--- src/hdl/load_adaptive_pkg.sv ---
// Purpose: Shared constants for the load-adaptive current control block
// Assumes: 20-bit datagrams, 10-bit load measurement samples
// Notes: Offsets are byte addresses on the AXI4-Lite register bus
package load_adaptive_pkg;
   localparam int DATAGRAM_W = 20;
   localparam int SAMPLE_W = 10;
   localparam int SCALE_W = 5;
   // Datagram address bits 19..17
   localparam logic [2:0] ADDR_ADAPTIVE = 3'h5;
   localparam logic [2:0] ADDR_LOADSCALE = 3'h6;
   // Adaptive config fields
   localparam int MINCUR_BIT = 15;
   localparam int DECSPD_LSB = 13;
   localparam int UPOFF_LSB = 8;
   localparam int INCSZ_LSB = 5;
   localparam int LOWTH_LSB = 0;
   localparam logic [19:0] ADAPTIVE_RSVD_MASK = 20'h11090;
   // Load/scale config fields
   localparam int FILT_BIT = 16;
   localparam int THRESH_LSB = 8;
   localparam int SCALE_LSB = 0;
   localparam logic [19:0] LOADSCALE_RSVD_MASK = 20'h080E0;
   // Coil current multiplier shift and filter step count
   localparam int THRESH_MULT_SHIFT = 5;
   localparam logic [4:0] FULL_STEPS_PER_FILTER = 5'h04;
   // Register byte offsets
   localparam logic [7:0] OFF_DATAGRAM = 8'h00;
   localparam logic [7:0] OFF_ADAPTIVE = 8'h04;
   localparam logic [7:0] OFF_LOADSCALE = 8'h08;
   localparam logic [7:0] OFF_STATUS = 8'h0C;
   localparam logic [7:0] OFF_SAMPLE = 8'h10;
   localparam logic [1:0] RESP_OKAY = 2'h0;
   localparam logic [1:0] RESP_SLVERR = 2'h2;
   localparam logic [19:0] ADAPTIVE_RESET = 20'hA0000;
   localparam logic [19:0] LOADSCALE_RESET = 20'hC001F;
endpackage : load_adaptive_pkg

--- src/hdl/load_adaptive_current_control.sv ---
// Purpose: AXI4-Lite slave holding the two datagram registers and the adaptive current loop
// Assumes: Load samples and full-step pulses come from logic on aclk
// Notes: Writing the datagram port routes by bits 19..17; unknown addresses are dropped
`timescale 1ns/1ps
module load_adaptive_current_control (
   input wire logic aclk,
   input wire logic aresetn,
   input wire logic [7:0] s_axi_awaddr,
   input wire logic s_axi_awvalid,
   output logic s_axi_awready,
   input wire logic [31:0] s_axi_wdata,
   input wire logic [3:0] s_axi_wstrb,
   input wire logic s_axi_wvalid,
   output logic s_axi_wready,
   output logic [1:0] s_axi_bresp,
   output logic s_axi_bvalid,
   input wire logic s_axi_bready,
   input wire logic [7:0] s_axi_araddr,
   input wire logic s_axi_arvalid,
   output logic s_axi_arready,
   output logic [31:0] s_axi_rdata,
   output logic [1:0] s_axi_rresp,
   output logic s_axi_rvalid,
   input wire logic s_axi_rready,
   input wire logic raw_sample_valid,
   input wire logic [9:0] raw_load_value,
   input wire logic full_step,
   input wire logic [7:0] coil_a_in,
   input wire logic [7:0] coil_b_in,
   output logic [12:0] coil_a_scaled,
   output logic [12:0] coil_b_scaled,
   output logic [4:0] effective_scale,
   output logic [9:0] load_measurement_value,
   output logic signed [6:0] load_threshold,
   output logic sample_valid
);
   typedef enum logic [1:0] {W_IDLE, W_RESP} wr_state_e;
   wr_state_e wst_reg, wst_next;
   logic aw_have_reg, aw_have_next;
   logic w_have_reg, w_have_next;
   logic [7:0] awaddr_reg, awaddr_next;
   logic [31:0] wdata_reg, wdata_next;
   logic [1:0] bresp_reg, bresp_next;
   logic [19:0] adaptive_reg, adaptive_next;
   logic [19:0] loadscale_reg, loadscale_next;
   logic rvalid_reg, rvalid_next;
   logic [31:0] rdata_reg, rdata_next;
   logic [1:0] rresp_reg, rresp_next;
   logic [9:0] sample_reg, sample_next;
   logic sv_reg, sv_next;
   logic [1:0] steps_reg, steps_next;
   logic [12:0] coil_a_reg, coil_a_next;
   logic [12:0] coil_b_reg, coil_b_next;
   logic [7:0] wrongaddr_reg, wrongaddr_next;
   logic [4:0] adaptive_scale;
   logic [19:0] dg;
   logic [5:0] mult;

   current_scaler u_scaler (
      .aclk(aclk),
      .aresetn(aresetn),
      .adaptive_cfg(adaptive_reg),
      .current_scale(loadscale_reg[load_adaptive_pkg::SCALE_LSB +: 5]),
      .sample_valid(sv_reg),
      .load_measurement_value(sample_reg),
      .adaptive_scale(adaptive_scale)
   );

   assign s_axi_awready = (wst_reg == W_IDLE) && !aw_have_reg;
   assign s_axi_wready = (wst_reg == W_IDLE) && !w_have_reg;
   assign s_axi_bvalid = (wst_reg == W_RESP);
   assign s_axi_bresp = bresp_reg;
   assign s_axi_arready = !rvalid_reg;
   assign s_axi_rvalid = rvalid_reg;
   assign s_axi_rdata = rdata_reg;
   assign s_axi_rresp = rresp_reg;

   assign dg = wdata_next[19:0];

   always_comb begin
      wst_next = wst_reg;
      aw_have_next = aw_have_reg;
      w_have_next = w_have_reg;
      awaddr_next = awaddr_reg;
      wdata_next = wdata_reg;
      bresp_next = bresp_reg;
      adaptive_next = adaptive_reg;
      loadscale_next = loadscale_reg;
      wrongaddr_next = wrongaddr_reg;
      if (s_axi_awvalid && s_axi_awready) begin
         aw_have_next = 1'b1;
         awaddr_next = s_axi_awaddr;
      end
      if (s_axi_wvalid && s_axi_wready) begin
         w_have_next = 1'b1;
         // Strobes missing any of bytes 0..2 are refused as a whole: a datagram is atomic
         wdata_next = (s_axi_wstrb[2:0] == 3'h7) ? s_axi_wdata : 32'hFFFFFFFF;
      end
      case (wst_reg)
         W_IDLE: begin
            if (aw_have_next && w_have_next) begin
               wst_next = W_RESP;
               aw_have_next = 1'b0;
               w_have_next = 1'b0;
               bresp_next = load_adaptive_pkg::RESP_OKAY;
               if (wdata_next == 32'hFFFFFFFF) begin
                  bresp_next = load_adaptive_pkg::RESP_SLVERR;
               end else if (awaddr_next == load_adaptive_pkg::OFF_DATAGRAM) begin
                  if (dg[19:17] == load_adaptive_pkg::ADDR_ADAPTIVE) begin
                     adaptive_next = dg & ~load_adaptive_pkg::ADAPTIVE_RSVD_MASK;
                  end else if (dg[19:17] == load_adaptive_pkg::ADDR_LOADSCALE) begin
                     loadscale_next = dg & ~load_adaptive_pkg::LOADSCALE_RSVD_MASK;
                  end else begin
                     wrongaddr_next = wrongaddr_reg + 8'h01;
                  end
               end else begin
                  bresp_next = load_adaptive_pkg::RESP_SLVERR;
               end
            end
         end
         default: begin
            if (s_axi_bready) begin
               wst_next = W_IDLE;
            end
         end
      endcase
   end

   always_comb begin
      rvalid_next = rvalid_reg;
      rdata_next = rdata_reg;
      rresp_next = rresp_reg;
      if (rvalid_reg && s_axi_rready) begin
         rvalid_next = 1'b0;
      end
      if (s_axi_arvalid && s_axi_arready) begin
         rvalid_next = 1'b1;
         rresp_next = load_adaptive_pkg::RESP_OKAY;
         rdata_next = 32'h00000000;
         if (s_axi_araddr == load_adaptive_pkg::OFF_DATAGRAM) begin
            rdata_next = {24'h000000, wrongaddr_reg};
         end else if (s_axi_araddr == load_adaptive_pkg::OFF_ADAPTIVE) begin
            rdata_next = {12'h000, adaptive_reg};
         end else if (s_axi_araddr == load_adaptive_pkg::OFF_LOADSCALE) begin
            rdata_next = {12'h000, loadscale_reg};
         end else if (s_axi_araddr == load_adaptive_pkg::OFF_STATUS) begin
            rdata_next = {27'h0000000, adaptive_scale};
         end else if (s_axi_araddr == load_adaptive_pkg::OFF_SAMPLE) begin
            rdata_next = {22'h000000, sample_reg};
         end else begin
            rresp_next = load_adaptive_pkg::RESP_SLVERR;
         end
      end
   end

   always_comb begin
      sample_next = sample_reg;
      sv_next = 1'b0;
      steps_next = steps_reg;
      if (!loadscale_reg[load_adaptive_pkg::FILT_BIT]) begin
         steps_next = 2'h0;
         if (raw_sample_valid) begin
            sample_next = raw_load_value;
            sv_next = 1'b1;
         end
      end else if (full_step) begin
         // Filtered result lags up to four full steps; the loop reacts slower
         steps_next = steps_reg + 2'h1;
         if (steps_reg == 2'h3) begin
            sample_next = raw_load_value;
            sv_next = 1'b1;
         end
      end
   end

   assign mult = 6'(adaptive_scale) + 6'h01;
   always_comb begin
      coil_a_next = 13'((14'(coil_a_in) * 14'(mult)) >> load_adaptive_pkg::THRESH_MULT_SHIFT);
      coil_b_next = 13'((14'(coil_b_in) * 14'(mult)) >> load_adaptive_pkg::THRESH_MULT_SHIFT);
   end

   always_ff @(posedge aclk) begin
      if (!aresetn) begin
         wst_reg <= W_IDLE;
         aw_have_reg <= 1'b0;
         w_have_reg <= 1'b0;
         awaddr_reg <= 8'h00;
         wdata_reg <= 32'h00000000;
         bresp_reg <= 2'h0;
         adaptive_reg <= load_adaptive_pkg::ADAPTIVE_RESET;
         loadscale_reg <= load_adaptive_pkg::LOADSCALE_RESET;
         wrongaddr_reg <= 8'h00;
         rvalid_reg <= 1'b0;
         rdata_reg <= 32'h00000000;
         rresp_reg <= 2'h0;
         sample_reg <= 10'h000;
         sv_reg <= 1'b0;
         steps_reg <= 2'h0;
         coil_a_reg <= 13'h0000;
         coil_b_reg <= 13'h0000;
      end else begin
         wst_reg <= wst_next;
         aw_have_reg <= aw_have_next;
         w_have_reg <= w_have_next;
         awaddr_reg <= awaddr_next;
         wdata_reg <= wdata_next;
         bresp_reg <= bresp_next;
         adaptive_reg <= adaptive_next;
         loadscale_reg <= loadscale_next;
         wrongaddr_reg <= wrongaddr_next;
         rvalid_reg <= rvalid_next;
         rdata_reg <= rdata_next;
         rresp_reg <= rresp_next;
         sample_reg <= sample_next;
         sv_reg <= sv_next;
         steps_reg <= steps_next;
         coil_a_reg <= coil_a_next;
         coil_b_reg <= coil_b_next;
      end
   end

   assign coil_a_scaled = coil_a_reg;
   assign coil_b_scaled = coil_b_reg;
   assign effective_scale = adaptive_scale;
   assign load_measurement_value = sample_reg;
   assign sample_valid = sv_reg;
   assign load_threshold = signed'(loadscale_reg[load_adaptive_pkg::THRESH_LSB +: 7]);
endmodule : load_adaptive_current_control

--- src/hdl/current_scaler.sv ---
// Purpose: Adaptive current scaling loop driven by load samples
// Assumes: sample_valid is a one-cycle pulse per load sample
// Notes: Scale saturates between floor and programmed scale
`timescale 1ns/1ps
module current_scaler (
   input wire logic aclk,
   input wire logic aresetn,
   input wire logic [19:0] adaptive_cfg,
   input wire logic [4:0] current_scale,
   input wire logic sample_valid,
   input wire logic [9:0] load_measurement_value,
   output logic [4:0] adaptive_scale
);
   logic [4:0] scale_reg, scale_next;
   logic [4:0] count_reg, count_next;
   logic [3:0] lower_threshold;
   logic [3:0] upper_threshold_offset;
   logic [1:0] decrement_speed;
   logic [1:0] increment_size;
   logic minimum_current_select;
   logic [10:0] low_lim;
   logic [10:0] up_lim;
   logic [4:0] floor_val;
   logic [4:0] need;
   logic [5:0] sum;
   logic [3:0] step;

   assign lower_threshold = adaptive_cfg[load_adaptive_pkg::LOWTH_LSB +: 4];
   assign upper_threshold_offset = adaptive_cfg[load_adaptive_pkg::UPOFF_LSB +: 4];
   assign decrement_speed = adaptive_cfg[load_adaptive_pkg::DECSPD_LSB +: 2];
   assign increment_size = adaptive_cfg[load_adaptive_pkg::INCSZ_LSB +: 2];
   assign minimum_current_select = adaptive_cfg[load_adaptive_pkg::MINCUR_BIT];

   assign low_lim = {2'h0, lower_threshold, 5'h00};
   assign up_lim = {1'h0, ({1'h0, lower_threshold} + {1'h0, upper_threshold_offset} + 5'h01), 5'h00};

   // floor of one half or one quarter
   always_comb begin
      floor_val = minimum_current_select ? 5'((6'(current_scale) + 6'h01) >> 2)
                                         : 5'((6'(current_scale) + 6'h01) >> 1);
      if (floor_val != 5'h00) begin
         floor_val = floor_val - 5'h01;
      end
   end

   always_comb begin
      case (decrement_speed)
         2'h0: need = 5'h1F;
         2'h1: need = 5'h07;
         2'h2: need = 5'h01;
         default: need = 5'h00;
      endcase
   end

   always_comb begin
      case (increment_size)
         2'h0: step = 4'h1;
         2'h1: step = 4'h2;
         2'h2: step = 4'h4;
         default: step = 4'h8;
      endcase
   end

   always_comb begin
      scale_next = scale_reg;
      count_next = count_reg;
      sum = 6'(scale_reg) + 6'(step);
      if (lower_threshold == 4'h0) begin
         scale_next = current_scale;
         count_next = 5'h00;
      end else if (sample_valid) begin
         if ({1'h0, load_measurement_value} < low_lim) begin
            count_next = 5'h00;
            scale_next = (sum > 6'(current_scale)) ? current_scale : sum[4:0];
         end else if ({1'h0, load_measurement_value} >= up_lim) begin
            if (count_reg >= need) begin
               count_next = 5'h00;
               if (scale_reg > floor_val) begin
                  scale_next = scale_reg - 5'h01;
               end
            end else begin
               count_next = count_reg + 5'h01;
            end
         end
      end
      if (scale_next > current_scale) begin
         scale_next = current_scale;
      end else if (scale_next < floor_val) begin
         scale_next = floor_val;
      end
   end

   always_ff @(posedge aclk) begin
      if (!aresetn) begin
         scale_reg <= 5'h1F;
         count_reg <= 5'h00;
      end else begin
         scale_reg <= scale_next;
         count_reg <= count_next;
      end
   end

   assign adaptive_scale = scale_reg;
endmodule : current_scaler

--- config.mk ---
export PLATFORM = sky130hd
export DESIGN_NAME = load_adaptive_current_control
export DESIGN_NICKNAME = d
export VERILOG_FILES = /design/src/hdl/load_adaptive_pkg.sv /design/src/hdl/load_adaptive_current_control.sv /design/src/hdl/current_scaler.sv
export SDC_FILE = /design/constraint.sdc
export NUM_CORES = 1
export LEC_CHECK = 0
export BUFFER_PORTS_ARGS = -buffer_cell sky130_fd_sc_hd__buf_2
export CAP_MARGIN = 20
export CORE_MARGIN = 4
export CORE_UTILIZATION = 50
export DETAILED_ROUTE_END_ITERATION = 10
export PLACE_DENSITY = 0.77
export SYNTH_ARGS = -nofsm -noshare
export SYNTH_HDL_FRONTEND = slang
export SYNTH_SLANG_ARGS = --single-unit
--- constraint.sdc ---
create_clock -name aclk -period 7.2 [get_ports aclk]
set_input_delay 0.72 -clock aclk [delete_from_list [all_inputs] [get_ports aclk]]
set_output_delay 0.72 -clock aclk [all_outputs]
set_load 0.02 [all_outputs]
==> metrics <==
CTS H-tree lvls 4; filler cell count between 1,500 and 2,000; WP buf/inv 1; number of flops mapped to enable cells by yosys 0; Peak Freq 159 MHz; RSZ-0062 raised after global routing false; IO Pins roughly 180; Clock Sinks approximately 150; Final period util about 90%; die area between 20,000 and 25,000 um^2; PortBufs 153; crit start category flop; max_cap viols 0; multi-input combinational cell area 6450 um^2; Synth Instances between 1,000 and 1,500; first-pass GRT wire length 41,700 um; First DRT Iteration DRCs ~670; asr flop ratio synth 0%; Max VDD drop roughly 320 uV; CTS resizes 0; Largest register FFs 32; Hold Fails Final Rpt 0; Rows 51; hold slack roughly 450 ps; Crit path depth 26; drt total wl around 25,000 um; Reg2Reg Depth 26; kind of cell adding the most delay to the critical path compound AO/OA/AOI/OAI gates; ys flop type dfxtp_1; Pleak between 5 and 6 nW; #FFs+latches synth 147; Avg Synthesized Cell Area ~8.7 um^2; DPL Wire Length about 19,000 um; Seq/Total Area, Yosys 29.1%; placed insts between 1,500 and 2,000; post-CTS setup buffer count 0; area grow syn2layout 15.0%; Crit Path Class flop to flop; share of layout cells above drive strength 1 18.2%; worst-path maximum fanout 12; initial antenna violation count 0; Num CTS Buffers 17; cell mode on critical path ha_1; Yosys warning count 0; Worst EP required 7470 ps; Hold Path Class flop to flop; final core utilization between 50% and 60%; final setup margin a little over 900 ps; worst hold stages 2; Nets ~1,500; die width 150 um; n_diodes 0; CTS tree built; FF+latch area slightly below 3000 um^2; Worst setup EP type flop; dpl ws around 1100 ps; outcome finished clean; grt ovf 0; Initial DRT Pass Iterations 5; DP Area approximately 11,000 um^2; Largest stage delay, worst path 650 ps; minimum clock period roughly 6300 ps; Clock Path Buffers 2; DRT antenna net count 0; Critical Path AT between 6000 and 7000 ps; power density cells 346 nW/um^2; largest net degree at the start of global routing 88; Die Y between 150 and 200 um; Max Slew Vio Count 0; Root Driver clkbuf_16; number of vias per cell between 5 and 6; Slowest-stage cell, CP dfxtp_1; Starting Density about half; GPL Wtd Cong 0.890; setup TNS 0 ps; post-synth cell types between 70 and 80; routed len/inst ~16 um; CTS Hold Bufs 0; final setup violation count 0; Synth Cell Area approximately 10,000 um^2; Clk pin slew, worst setup/hold paths 60 ps; Core ar. ~20,000 um^2; Slew headroom 29.3%; Finished Layout Cells about 1,600; Power, Total roughly 4.0 mW; vias in the first global route 8,480; Vias about 8,800; clk_lat worst skew about 430 ps; drt drc 0; Least-Margin Pin Slew 1060 ps; post-route cell area around 12,000 um^2; GRT Resource Usage Total between 20 and 25%; Final Skew ~18 ps
-- synthesized netlist by cell type, drive strengths merged (13+ instances only) --
cell,number,area share (%)
nor4,13,0.81
o22a,21,1.8
nand3,21,1.0
and2,41,2.5
nor2b,16,0.99
nor3,16,0.79
clkbuf,40,1.5
o221a,16,1.8
inv,97,3.6
o22ai,13,0.81
dfxtp,147,29
mux2i,35,3.5
nand4,17,1.1
buf,43,2.9
nand2,108,4.0
a21oi,50,2.5
xnor2,28,2.4
o21ai,35,1.8
fa,50,9.9
nor2,118,4.4
ha,80,9.9
-- cells by family after synthesis --
logic type	synth area share (%)
other cells	0.0371
mux	3.69
xor+xnor	3.38
fa+ha+maj	19.8
buf+inv	7.95
compound gates	17.5
simple gates	18.5
flops	29.1
-- per-layer routing --
| metal | wire length (um) | vias to the layer above | global-route usage, % |
|---|---|---|---|
| li1 | - | 4264 | - |
| met4 | 538 | 0 | 6.82 |
| met1 | 11600 | 4176 | 31.6 |
| met3 | 1910 | 46 | 4.82 |
| met5 | 0 | - | 0 |
| met2 | 11400 | 301 | 36.1 |
-- report_power, final --
| group | switching, mW | total, mW | internal [mW] |
|---|---|---|---|
| registers | 0.0575 | 0.960 | 0.903 |
| logic | 1.18 | 2.09 | 0.909 |
| clock network | 0.397 | 0.961 | 0.564 |
-- cell usage in the layout (no fill, tap or decap), types with 17 or more instances in the layout --
master	n
o21ai_0	31
mux2i_1	35
a21oi_1	50
o22a_1	21
nand3_1	21
nor2_1	118
buf_2	153
buf_4	17
dfxtp_1	147
conb_1	22
nand2_1	108
and2_1	41
nand4_1	17
xnor2_1	28
clkbuf_16	17
inv_1	96
fa_1	50
ha_1	80
-- worst reg2reg max path: cells and delay by family (launching register included) --
family          cells  cell delay (ps)
compound gates     13             2350
fa+ha+maj           4             1470
simple gates        7             1360
flops               1              650
buf+inv             1              180
xor+xnor            1              150
-- cell type report --
cell class | instances | share of cell area, %
Multi-Input combinational cell | 858 | 55.5
Sequential cell | 147 | 25.3
Clock buffer | 17 | 3.66
Clock inverter | 15 | 1.83
Timing Repair Buffer | 170 | 7.69
Tap cell | 265 | 2.85
Inverter | 97 | 3.13
-- path summary, 6_finish.rpt --
check | slack (ps) | startpoint | to
setup / recovery | 910 | loadscale_reg[1] | u_scaler.adaptive_scale[2]
hold / removal | 450 | s_axi_rdata[15] | s_axi_rdata[15]
setup reg to reg | 910 | loadscale_reg[1] | u_scaler.adaptive_scale[2]
hold reg to reg | 450 | s_axi_rdata[15] | s_axi_rdata[15]
(Power assumes the default switching activity.)
